<file path="config.mk">
export PLATFORM = sky130hd
export DESIGN_NAME = psq_seq
export DESIGN_NICKNAME = d
export VERILOG_FILES = /design/src/hdl/psq_pkg.sv /design/src/hdl/psq_stack_if.sv /design/src/hdl/psq_stack.sv /design/src/hdl/psq_seq.sv
export SDC_FILE = /design/constraint.sdc
export NUM_CORES = 1
export LEC_CHECK = 0
export BUFFER_PORTS_ARGS = -buffer_cell sky130_fd_sc_hd__buf_2
export CORE_ASPECT_RATIO = 1.1
export CORE_MARGIN = 5
export CORE_UTILIZATION = 50
export DETAILED_ROUTE_END_ITERATION = 10
export PLACE_DENSITY = 0.76
export RECOVER_POWER = 25
export SETUP_SLACK_MARGIN = 0.1
export SYNTH_ARGS = -nofsm -noshare
export SYNTH_HDL_FRONTEND = slang
export SYNTH_HIERARCHICAL = 1
export SYNTH_SLANG_ARGS = --single-unit
</file>
<file path="constraint.sdc">
create_clock -name pclk -period 2.9 [get_ports pclk]
set_input_delay 0.29 -clock pclk [delete_from_list [all_inputs] [get_ports pclk]]
set_output_delay 0.29 -clock pclk [all_outputs]
set_load 0.05 [all_outputs]
</file>
<file path="src/hdl/psq_pkg.sv">
// package: constants and types shared by the program sequencer and its return stack
package psq_pkg;
  // ==========================================================
  // memory geometry
  localparam int IP_W_DEF = 11;
  localparam int PG_OFF_W = 7;
  localparam int WORD_W = 9;
  localparam int TOP_BIT = 8;
  localparam int TBL_D_W = 3;
  localparam int ACC_W = 4;
  localparam int FILE_W_DEF = 2;
  localparam int DIGIT_W = 4;
  localparam int PAGE_SUB = 2;
  // ==========================================================
  // return stack
  localparam int STK_DEPTH = 4;
  localparam int LVL_W = 2;
  localparam logic [1:0] LVL_RST = 2'h3;
  // ==========================================================
  // machine cycle divider
  localparam int TICK_DIV = 4;
  localparam logic [1:0] TICK_LAST = 2'(TICK_DIV - 1);
  // ==========================================================
  // apb register map
  localparam int ADDR_W = 8;
  localparam logic [7:0] OFF_CTRL = 8'h00;
  localparam logic [7:0] OFF_STAT = 8'h04;
  localparam logic [7:0] OFF_IP = 8'h08;
  localparam logic [7:0] OFF_DPTR = 8'h0c;
  localparam int CTRL_REINIT = 0;
  localparam int CTRL_HALT = 1;
  localparam int STAT_FLAG = 0;
  localparam int STAT_CARRY = 1;
  localparam int STAT_LVL = 2;
  localparam int STAT_ST = 4;
  localparam int STAT_SKIP = 6;
  localparam int DPTR_FILE = 4;
  // ==========================================================
  // operations and states
  typedef enum logic [3:0] {
    OP_SEQ = 4'h0, OP_JUMP = 4'h1, OP_CALL = 4'h2, OP_P2CALL = 4'h3,
    OP_RET = 4'h4, OP_RETS = 4'h5, OP_TABLE = 4'h6, OP_TOPBIT = 4'h7,
    OP_SETX = 4'h8, OP_SETY = 4'h9, OP_PSET = 4'ha, OP_PCLR = 4'hb,
    OP_PTEST = 4'hc, OP_MSET = 4'hd, OP_MCLR = 4'he, OP_MTEST = 4'hf
  } psq_op_e;
  typedef enum logic [1:0] {
    ST_RUN = 2'h0, ST_TBL = 2'h1, ST_RET = 2'h2
  } psq_st_e;
  localparam logic [1:0] KIND_NONE = 2'h0;
  localparam logic [1:0] KIND_SET = 2'h1;
  localparam logic [1:0] KIND_CLR = 2'h2;
  localparam logic [1:0] KIND_TEST = 2'h3;
endpackage : psq_pkg

</file>
<file path="src/hdl/psq_stack_if.sv">
// interface: sequencer to return stack
`timescale 1ns/1ps
`default_nettype none
interface psq_stack_if #(parameter int IP_W = 11);
  logic init;
  logic push;
  logic pop;
  logic [IP_W-1:0] wdata;
  logic [IP_W-1:0] top;
  logic [1:0] level;
  modport seq (output init, push, pop, wdata, input top, level);
  modport stk (input init, push, pop, wdata, output top, level);
endinterface : psq_stack_if
`default_nettype wire

</file>
<file path="src/hdl/psq_stack.sv">
// module: four-entry return stack with wrapping level pointer
`timescale 1ns/1ps
`default_nettype none
module psq_stack
  import psq_pkg::*;
#(
  parameter int IP_W = IP_W_DEF
) (
  input wire logic pclk,
  input wire logic presetn,
  psq_stack_if.stk stk
);
  typedef struct packed {
    logic [LVL_W-1:0] lvl;
    logic [STK_DEPTH-1:0][IP_W-1:0] slot;
  } psq_stk_s;
  psq_stk_s s_ff, nxt_s;

  // ==========================================================
  // next state
  always_comb begin
    nxt_s = s_ff;
    if (stk.init) begin
      nxt_s.lvl = LVL_RST;
    end else if (stk.push) begin
      nxt_s.lvl = s_ff.lvl + 2'h1;
      nxt_s.slot[nxt_s.lvl] = stk.wdata;
    end else if (stk.pop) begin
      nxt_s.lvl = s_ff.lvl - 2'h1;
    end
  end

  always_ff @(posedge pclk or negedge presetn) begin
    if (!presetn) begin
      s_ff <= '{lvl: LVL_RST, slot: '0};
    end else begin
      s_ff <= nxt_s;
    end
  end

  assign stk.top = s_ff.slot[s_ff.lvl];
  assign stk.level = s_ff.lvl;
endmodule : psq_stack
`default_nettype wire

</file>
<file path="src/hdl/psq_seq.sv">
// module: program sequencer core with apb status and control
//
// Chosen here: the APB slave port and the address map.
`timescale 1ns/1ps
`default_nettype none
module psq_seq
  import psq_pkg::*;
#(
  parameter int IP_W = IP_W_DEF,
  parameter int FILE_W = FILE_W_DEF
) (
  input wire logic pclk,
  input wire logic presetn,
  input wire logic wake_pin,
  input wire logic op_valid,
  input wire logic [3:0] op_code,
  input wire logic [1:0] op_len,
  input wire logic [IP_W-1:0] op_target,
  input wire logic op_cond,
  input wire logic [ACC_W-1:0] acc,
  input wire logic [TBL_D_W-1:0] tbl_dreg,
  input wire logic [WORD_W-1:0] rom_data,
  input wire logic carry_wr,
  input wire logic carry_wd,
  output logic op_ready,
  output logic machine_tick,
  output logic [IP_W-1:0] instruction_pointer,
  output logic [IP_W-1:0] tbl_addr,
  output logic tbl_rd,
  output logic [7:0] tbl_word,
  output logic tbl_vld,
  output logic carry_flag,
  output logic top_bit_enable_flag,
  output logic [FILE_W-1:0] ram_file,
  output logic [DIGIT_W-1:0] ram_digit,
  output logic [1:0] ram_bit_sel,
  output logic [1:0] ram_bit_kind,
  output logic ram_bit_stb,
  output logic [1:0] port_bit_kind,
  output logic port_bit_stb,
  input wire logic psel,
  input wire logic penable,
  input wire logic pwrite,
  input wire logic [ADDR_W-1:0] paddr,
  input wire logic [31:0] pwdata,
  output logic [31:0] prdata,
  output logic pready,
  output logic pslverr
);
  localparam int PG_W = IP_W - PG_OFF_W;

  typedef struct packed {
    logic sync1;
    logic sync2;
    logic [1:0] cnt;
    logic tick;
    psq_st_e st;
    logic ready;
    logic halt;
    logic [IP_W-1:0] ip;
    logic skip;
    logic flag;
    logic carry;
    logic [FILE_W-1:0] file;
    logic [DIGIT_W-1:0] digit;
    logic [IP_W-1:0] taddr;
    logic trd;
    logic [7:0] tword;
    logic tvld;
    logic [1:0] bsel;
    logic [1:0] bkind;
    logic bstb;
    logic [1:0] pkind;
    logic pstb;
    logic [31:0] rdata;
    logic rdy;
    logic err;
  } psq_seq_s;

  psq_seq_s s_ff, nxt_s;
  psq_stack_if #(.IP_W(IP_W)) stk_if ();

  logic tick;
  logic init;
  logic take;
  logic hit;
  logic wr;
  psq_op_e op;
  logic [IP_W-1:0] ip_next;

  // ==========================================================
  // decode helpers
  // tick every fourth clock
  assign tick = (s_ff.cnt == TICK_LAST);
  assign op = psq_op_e'(op_code);
  assign wr = psel && penable && pwrite && s_ff.rdy && !s_ff.err;
  assign init = s_ff.sync2 || (wr && paddr == OFF_CTRL && pwdata[CTRL_REINIT]);
  assign take = tick && op_valid && s_ff.ready && !init;
  assign ip_next = s_ff.ip + IP_W'(op_len);
  assign hit = (paddr == OFF_CTRL) || (paddr == OFF_STAT) ||
               (paddr == OFF_IP) || (paddr == OFF_DPTR);

  psq_stack #(.IP_W(IP_W)) u_stack (
    .pclk(pclk),
    .presetn(presetn),
    .stk(stk_if.stk)
  );

  // ==========================================================
  // next state
  always_comb begin
    nxt_s = s_ff;
    stk_if.init = 1'b0;
    stk_if.push = 1'b0;
    stk_if.pop = 1'b0;
    stk_if.wdata = ip_next;
    nxt_s.sync1 = wake_pin;
    nxt_s.sync2 = s_ff.sync1;
    nxt_s.cnt = s_ff.cnt + 2'h1;
    nxt_s.tick = (nxt_s.cnt == TICK_LAST);
    nxt_s.trd = 1'b0;
    nxt_s.tvld = 1'b0;
    nxt_s.bstb = 1'b0;
    nxt_s.pstb = 1'b0;
    if (carry_wr) begin
      nxt_s.carry = carry_wd;
    end
    if (init) begin
      nxt_s.flag = 1'b0;
      stk_if.init = 1'b1;
      nxt_s.st = ST_RUN;
      nxt_s.skip = 1'b0;
    end else if (take && s_ff.skip) begin
      nxt_s.skip = 1'b0;
      nxt_s.ip = ip_next;
    end else if (take) begin
      nxt_s.ip = ip_next;
      case (op)
        OP_SEQ: begin
          nxt_s.skip = op_cond;
        end
        OP_JUMP: begin
          nxt_s.ip = op_target;
        end
        OP_CALL: begin
          stk_if.push = 1'b1;
          nxt_s.ip = op_target;
        end
        OP_P2CALL: begin
          stk_if.push = 1'b1;
          nxt_s.ip = {PG_W'(PAGE_SUB), op_target[PG_OFF_W-1:0]};
        end
        OP_RET, OP_RETS: begin
          stk_if.pop = 1'b1;
          nxt_s.ip = stk_if.top;
          nxt_s.skip = (op == OP_RETS);
          nxt_s.st = ST_RET;
        end
        OP_TABLE: begin
          stk_if.push = 1'b1;
          nxt_s.taddr = {op_target[IP_W-1:PG_OFF_W], tbl_dreg, acc};
          nxt_s.trd = 1'b1;
          nxt_s.st = ST_TBL;
        end
        OP_TOPBIT: begin
          nxt_s.flag = 1'b1;
        end
        OP_SETX: begin
          nxt_s.file = op_target[FILE_W-1:0];
        end
        OP_SETY: begin
          nxt_s.digit = op_target[DIGIT_W-1:0];
        end
        OP_PSET, OP_PCLR, OP_PTEST: begin
          nxt_s.pstb = 1'b1;
          nxt_s.pkind = (op == OP_PSET) ? KIND_SET :
                        (op == OP_PCLR) ? KIND_CLR : KIND_TEST;
          nxt_s.skip = (op == OP_PTEST) && op_cond;
        end
        OP_MSET, OP_MCLR, OP_MTEST: begin
          nxt_s.bstb = 1'b1;
          nxt_s.bsel = op_target[1:0];
          nxt_s.bkind = (op == OP_MSET) ? KIND_SET :
                        (op == OP_MCLR) ? KIND_CLR : KIND_TEST;
          nxt_s.skip = (op == OP_MTEST) && op_cond;
        end
        default: begin
          nxt_s.skip = 1'b0;
        end
      endcase
    end else if (tick) begin
      case (s_ff.st)
        ST_TBL: begin
          nxt_s.tword = rom_data[7:0];
          nxt_s.tvld = 1'b1;
          if (s_ff.flag) begin
            nxt_s.carry = rom_data[TOP_BIT];
          end
          stk_if.pop = 1'b1;
          nxt_s.ip = stk_if.top;
          nxt_s.st = ST_RUN;
        end
        ST_RET: begin
          nxt_s.st = ST_RUN;
        end
        default: begin
          nxt_s.st = ST_RUN;
        end
      endcase
    end
    // apb slave, zero wait states
    nxt_s.rdy = 1'b0;
    nxt_s.err = 1'b0;
    if (psel && !penable) begin
      nxt_s.rdy = 1'b1;
      nxt_s.err = !hit;
      nxt_s.rdata = '0;
      case (paddr)
        OFF_CTRL: begin
          nxt_s.rdata[CTRL_HALT] = s_ff.halt;
        end
        OFF_STAT: begin
          nxt_s.rdata[STAT_FLAG] = s_ff.flag;
          nxt_s.rdata[STAT_CARRY] = s_ff.carry;
          nxt_s.rdata[STAT_LVL +: LVL_W] = stk_if.level;
          nxt_s.rdata[STAT_ST +: 2] = s_ff.st;
          nxt_s.rdata[STAT_SKIP] = s_ff.skip;
        end
        OFF_IP: begin
          nxt_s.rdata[IP_W-1:0] = s_ff.ip;
        end
        OFF_DPTR: begin
          nxt_s.rdata[DIGIT_W-1:0] = s_ff.digit;
          nxt_s.rdata[DPTR_FILE +: FILE_W] = s_ff.file;
        end
        default: begin
          nxt_s.rdata = '0;
        end
      endcase
    end
    if (wr && paddr == OFF_CTRL) begin
      nxt_s.halt = pwdata[CTRL_HALT];
    end
    if (wr && paddr == OFF_DPTR) begin
      nxt_s.digit = pwdata[DIGIT_W-1:0];
      nxt_s.file = pwdata[DPTR_FILE +: FILE_W];
    end
    nxt_s.ready = (nxt_s.st == ST_RUN) && !nxt_s.halt;
  end

  always_ff @(posedge pclk or negedge presetn) begin
    if (!presetn) begin
      s_ff <= '{st: ST_RUN, ready: 1'b1, default: '0};
    end else begin
      s_ff <= nxt_s;
    end
  end

  // ==========================================================
  // outputs
  assign op_ready = s_ff.ready;
  assign machine_tick = s_ff.tick;
  assign instruction_pointer = s_ff.ip;
  assign tbl_addr = s_ff.taddr;
  assign tbl_rd = s_ff.trd;
  assign tbl_word = s_ff.tword;
  assign tbl_vld = s_ff.tvld;
  assign carry_flag = s_ff.carry;
  assign top_bit_enable_flag = s_ff.flag;
  assign ram_file = s_ff.file;
  assign ram_digit = s_ff.digit;
  assign ram_bit_sel = s_ff.bsel;
  assign ram_bit_kind = s_ff.bkind;
  assign ram_bit_stb = s_ff.bstb;
  assign port_bit_kind = s_ff.pkind;
  assign port_bit_stb = s_ff.pstb;
  assign prdata = s_ff.rdata;
  assign pready = s_ff.rdy;
  assign pslverr = s_ff.err;
endmodule : psq_seq
`default_nettype wire

</file>
After elaboration in Yosys (flattened, before gate mapping). Index checks and enable logic that the tools add are counted.

Bits in registers: 117. Output and inout port bits: 84.

$add $sub $neg: 4. $lt $le $gt $ge: 3. Eq/ne operators: 24. Mux-type cells: 62. Bitwise gates (word level): 4. Reductions and logical operators: 53.

Operator list (number): two-way mux 11 bit (5); bitwise mux 44 bit (1); two-way mux 37 bit (1); two-way mux 36 bit (1); case mux 11 bit (3 select lines) (1); equality test 4 bit (second input constant) (8); two-way mux 9 bit (3); two-way mux 2 bit (13); two-way mux 12 bit (2); binary-select mux 11 bit (select 2 bit) (1); demux 11 bit (select 2 bit) (1); two-way mux 1 bit (20); AND reduction 4 bit (5); two-way mux 18 bit (1); equality test 4 x 3 -> 1 bit (second input constant) (4); equality test 8 x 4 -> 1 bit (second input constant) (2); logical AND 1 bit (16); case mux 4 bit (3 select lines) (1); nonzero test 3 bit (4); adder 11 x 2 -> 11 bit (1); nonzero test 2 bit (5); OR reduction 3 bit (3); equality test 4 x 2 -> 1 bit (second input constant) (2); equality test 8 x 3 -> 1 bit (second input constant) (1); 29 further kinds (48).

Longest topological paths before layout.
Depth after elaboration: 15. Depth in mapped cells: 9. Mapped depth without buffers: 8.

By module. The synthesis kept the hierarchy.

Modules (own cells, without submodules): psq_seq (instances 1, cells each 442, area each 4365.4 um^2, seq. area each 1778.0 um^2); psq_stack (instances 1, cells each 129, area each 2125.8 um^2, seq. area each 1153.6 um^2).

Worst setup path before layout. No wires, ideal clock.

Path type: register -> register. Start point: register s_ff (netlist bit op_ready). End point: register u_stack/s_ff[0] (netlist name). Library setup time: 0.125 ns. Arrival time: 2.275 ns. Path slack: 0.500 ns. Cell stages (with the launch flop): 9. Buffers on the path: 1. Clock period less this slack: 2.400 ns. Cell sequence: dfstp_2 > nand3_2 > nor2_2 > nand2_1 > nor3_1 > and2b_1 > nand2_1 > buf_6 > mux2_2.

Longest elaborated chain between the ends: 6. Elaborated cells on any way between the ends: 7. Classes of those cells: 3 x mux; 4 x reduce/logical.

RTL lines: from (decl) (line psq_seq.sv:80) `psq_seq_s s_ff, nxt_s;`; from (signal assigned) (line psq_seq.sv:255) `s_ff <= nxt_s;`; logical AND 1 bit * (2 in a row) (line psq_seq.sv:98) `assign take = tick && op_valid && s_ff.ready && !init;`; two-way mux 1 bit / logical AND 1 bit (equally long branches) (line psq_seq.sv:136, psq_seq.sv:133); two-way mux 1 bit * (line psq_seq.sv:133) `end else if (take && s_ff.skip) begin`; two-way mux 1 bit * (line psq_seq.sv:128) `if (init) begin`; net stk_if.push (line psq_stack_if.sv:6) `logic push;`; AND reduction 2 bit (no source line) *; to (signal assigned) (line psq_stack.sv:35) `s_ff <= '{lvl: LVL_RST, slot: '0};`; to (signal assigned) (line psq_stack.sv:37) `s_ff <= nxt_s;`; to (decl) (line psq_stack.sv:17) `psq_stk_s s_ff, nxt_s;`.

Mark *: on every way through the listed nets, which the timed path passes. The rest lies on a longest branch. A chain may end at the register's enable or synchronous reset.

Worst setup path in the final report.
Start point: register s_ff (netlist bit instruction_pointer[0]). End point: register s_ff (netlist bit instruction_pointer[10]).

Longest elaborated chain between the ends: 4.

RTL lines: adder 11 x 2 -> 11 bit * (line psq_seq.sv:99) `assign ip_next = s_ff.ip + IP_W'(op_len);`; net ip_next[10] (line psq_seq.sv:89) `logic [IP_W-1:0] ip_next;`; case mux 11 bit (3 select lines) (line psq_seq.sv:138) `case (op)`; two-way mux 11 bit (line psq_seq.sv:136) `end else if (take) begin`; two-way mux 12 bit * (line psq_seq.sv:133).

Marked as above.

==> flow_summary.toml <==
[status]
status = "complete, but fails checks"
violations = "max-capacitance violations, max-slew violations"

[route]
drtIter0Drc = 360
vias = 4618
via_per_inst = 5.65
drcViolationCount = 0
wl_um = 16000
wl_per_cell_um = 19.6
first_pass_iters = 7
ant_nets = 0

[global_routing]
grt_pass1_vias = 4959
track_usage = 0.215
gr-total-overflow = 0
antenna_found_initial = 0
grt_max_degree = 61
grt_pass1_wl_um = 25800

[placement]
io_buffers = 119
gp_congestion = 0.901
dp_hpwl_um = 12000
pre_cts_ws_ps = 370

[worst_hold_path]
hold_depth = 2
min_path_type = "in -> reg"

[floorplanning]
die_width_um = 119
start_util = 0.511
rows = 43
die-area_mm2 = 0.0154
coreArea_mm2 = 0.0127
io-pin-count = 167
die_h_um = 130

[critical_path]
cp.required_ps = 3240
crit_path_end_kind = "flop"
cp_slowest_cell = "fa_1"
crit_path_max_incr_delay_ps = 430
crit_arrival_ps = 2850
critPathKind = "reg -> reg"
cp_cell_sequence = "ha_1 > inv_1 > fa_1 > nand3b_1 > nor4_1 > xor2_1 > a32oi_1 > a31oi_1"
reg2regPathDepth = 8
cp-start-kind = "flop"
crit_fanout = 6

[logic_synthesis]
synthArstFlopShare = 1.00
synth-seq-cells = 117
synthCells = 571
synth_edf_count = 0
synth_common_cells = "dfrtp_1 (114), buf_4 (77), mux2_2 (50)"
synth_warnings = 6
synth_most_common_cell = "dfrtp_1"
synth-main-ff-cell = "dfrtp_1"
ys_top_cells_by_area = "dfrtp_1 (44%), buf_4 (8.9%), mux2_2 (8.7%)"
syn_avg_cell_area_um2 = 11.4
synth_top_area_cell = "dfrtp_1"
synth_top_area_frac = 0.439
synth-seq-area-share = 0.452
synthDistinctLibCells = 70
syn_area_mm2 = 0.00649

[pwr]
powerDensity_mw_per_mm2 = 593
p_total_mw = 4.34
peakVddDrop_uv = 388
p_int_mw = 3.11
netSwitchingPower_mw = 1.23
power_leakage_nw = 3.72
swShare = 0.283
p_comb_frac = 0.138
pwr-share-clk = 0.450
p_seq_frac = 0.412

[sta]
finClkSkew_ps = 11.1
slew_viol_final = 61
max_freq_mhz = 398
fin_crit_ps = 2510
worst_slack_ps = 388
finalSetupViolations = 0
slew-limit-headroom = -0.0472
rsz0062_at_grt = "false"
post-route-period-util = 0.866
hold_viol = 0
tns_ps = 0
worst_pin_slew_ps = 1570

[cts]
clock_path_buffers = 2
cts_tree = "yes"
clock_latency_ps = 420
cts.clk_slew.worst_paths_ps = 50
cts_num_sinks = 117
cts.htree.levels = 4
cts.root.buffer_cell = "clkbuf_16"
numCtsBuffers = 17

[cells_and_area]
multi_input_area_mm2 = 0.00283
antenna_cells = 0
area_growth_pct = 12.8
regArea_mm2 = 0.00293
final_nets = 740
nFillCells = 1051
drive_gt1_frac = 0.356

[flow_run]
cap_violations = 1
[sequential cells by signal, summed over array words and instances (netlist names), 2 cells and up]
name and count:
tbl_word 8, u_stack/stk.level 2, prdata 11, ram_bit_sel 2, ram_digit 4, port_bit_kind 2
tbl_addr 11, s_ff 7, u_stack/s_ff 44, ram_file 2, instruction_pointer 11, ram_bit_kind 2
[power by group through the flow]
| stage | logic, mW | registers [mW] | clock network [mW] |
|---|---|---|---|
| after floorplan | 0.506 | 1.78 | 0 |
| after global placement | 0.588 | 1.81 | 0 |
| after detailed placement | 0.600 | 1.81 | 0 |
| after CTS | 0.604 | 1.79 | 1.98 |
| after global routing | 0.647 | 1.80 | 2.06 |
| final | 0.598 | 1.79 | 1.96 |
[kinds of logic (layout without fill, tap and decap cells)]
| group | count (synthesis) | count (layout) | synth area share |
|---|---|---|---|
| AO/OA/AOI/OAI | 91 | 91 | 0.0952 |
| buffers and inverters | 118 | 187 | 0.122 |
| flip-flops | 117 | 117 | 0.452 |
| adder cells (fa/ha/maj) | 10 | 10 | 0.0204 |
| other | 1 | 21 | 0.000578 |
| multiplexers | 92 | 92 | 0.181 |
| AND/OR/NAND/NOR | 133 | 133 | 0.117 |
| XOR/XNOR | 9 | 9 | 0.0121 |
[layer usage]
| layer | share of wire | global-route usage | routed length, um |
|---|---|---|---|
| met1 | 0.39 | 0.255 | 6270 |
| met2 | 0.52 | 0.379 | 8390 |
| met3 | 0.070 | 0.0576 | 1130 |
| met4 | 0.014 | 0.0784 | 223 |
| met5 | 0 | 0 | 0 |
[layout by cell type, fill, tap and decap left out, types with 3 or more instances in the layout]
master and instances:
buf_2 118, dfrtp_1 114, mux2_2 50, nand2_1 36, nor2_1 28, a21oi_1 23
mux2_1 21, conb_1 21, inv_1 17, o21ai_0 17, clkbuf_16 17, buf_4 14
mux2i_1 9, ha_1 9, nor3_1 8, nand4_1 8, a22o_1 8, mux4_2 8
nand3_1 7, nand2b_1 6, a22oi_1 6, xor2_1 5, a32oi_1 5, clkbuf_1 5
xnor2_1 4, nand3b_1 4, nor4_1 4, nor2b_1 4, o21ai_1 4, a31oi_1 4
clkinvlp_4 4, mux4_1 4, a211o_1 3, o31ai_1 3, a221o_1 3, clkinv_2 3
clkbuf_8 3, dfstp_2 3
[path summary, 6_finish.rpt]
path	slack, ps	end	start
setup reg to reg	390	instruction_pointer[10]$_DFFE_PN0P_	instruction_pointer[0]$_DFFE_PN0P_
hold / removal	80	tbl_addr[0]$_DFFE_PN0P_	acc[0]
max in group asynchronous	910	tbl_addr[5]$_DFFE_PN0P_	presetn
hold reg to reg	340	s_ff[90]$_DFF_PN0_	nxt_s[90]$_DFF_PN0_
min in group asynchronous	800	u_stack/s_ff[29]$_DFFE_PN0P_	presetn
setup / recovery	390	instruction_pointer[10]$_DFFE_PN0P_	instruction_pointer[0]$_DFFE_PN0P_
[stage by stage]
step / hold WS (ps) / cells / cell area [um2] / util
final: 84.4 / 817 / 7320 / 0.577
after global routing: 87.5 / 817 / 7320 / 0.577
after floorplan: -5.59 / 591 / 6570 / -
after CTS: 74.7 / 817 / 7340 / 0.578
after detailed placement: 338 / 783 / 6770 / 0.533
after global placement: 339 / 783 / 6770 / 0.533
[timing repair]
action	CTS	global route
buffers inserted	0	0
hold buffers	2	0
resized for setup	0	0
endpoints found under the hold margin	24	0
[critical path, delay by kind of cell (launching register included)]
kind / cells / cell delay, ps
simple gates: 2 / 760
fa+ha+maj: 2 / 610
flops: 1 / 340
xor+xnor: 1 / 340
compound gates: 2 / 340
buf+inv: 1 / 60
[final cells by class]
type,count,share of cell area
Clock buffer,24,0.0658
Clock inverter,8,0.0103
Inverter,18,0.00923
Sequential cell,117,0.400
Multi-Input combinational cell,356,0.386
Timing Repair Buffer,137,0.102
Tap cell,157,0.0268
No activity file was read; power rests on OpenSTA's default activity.
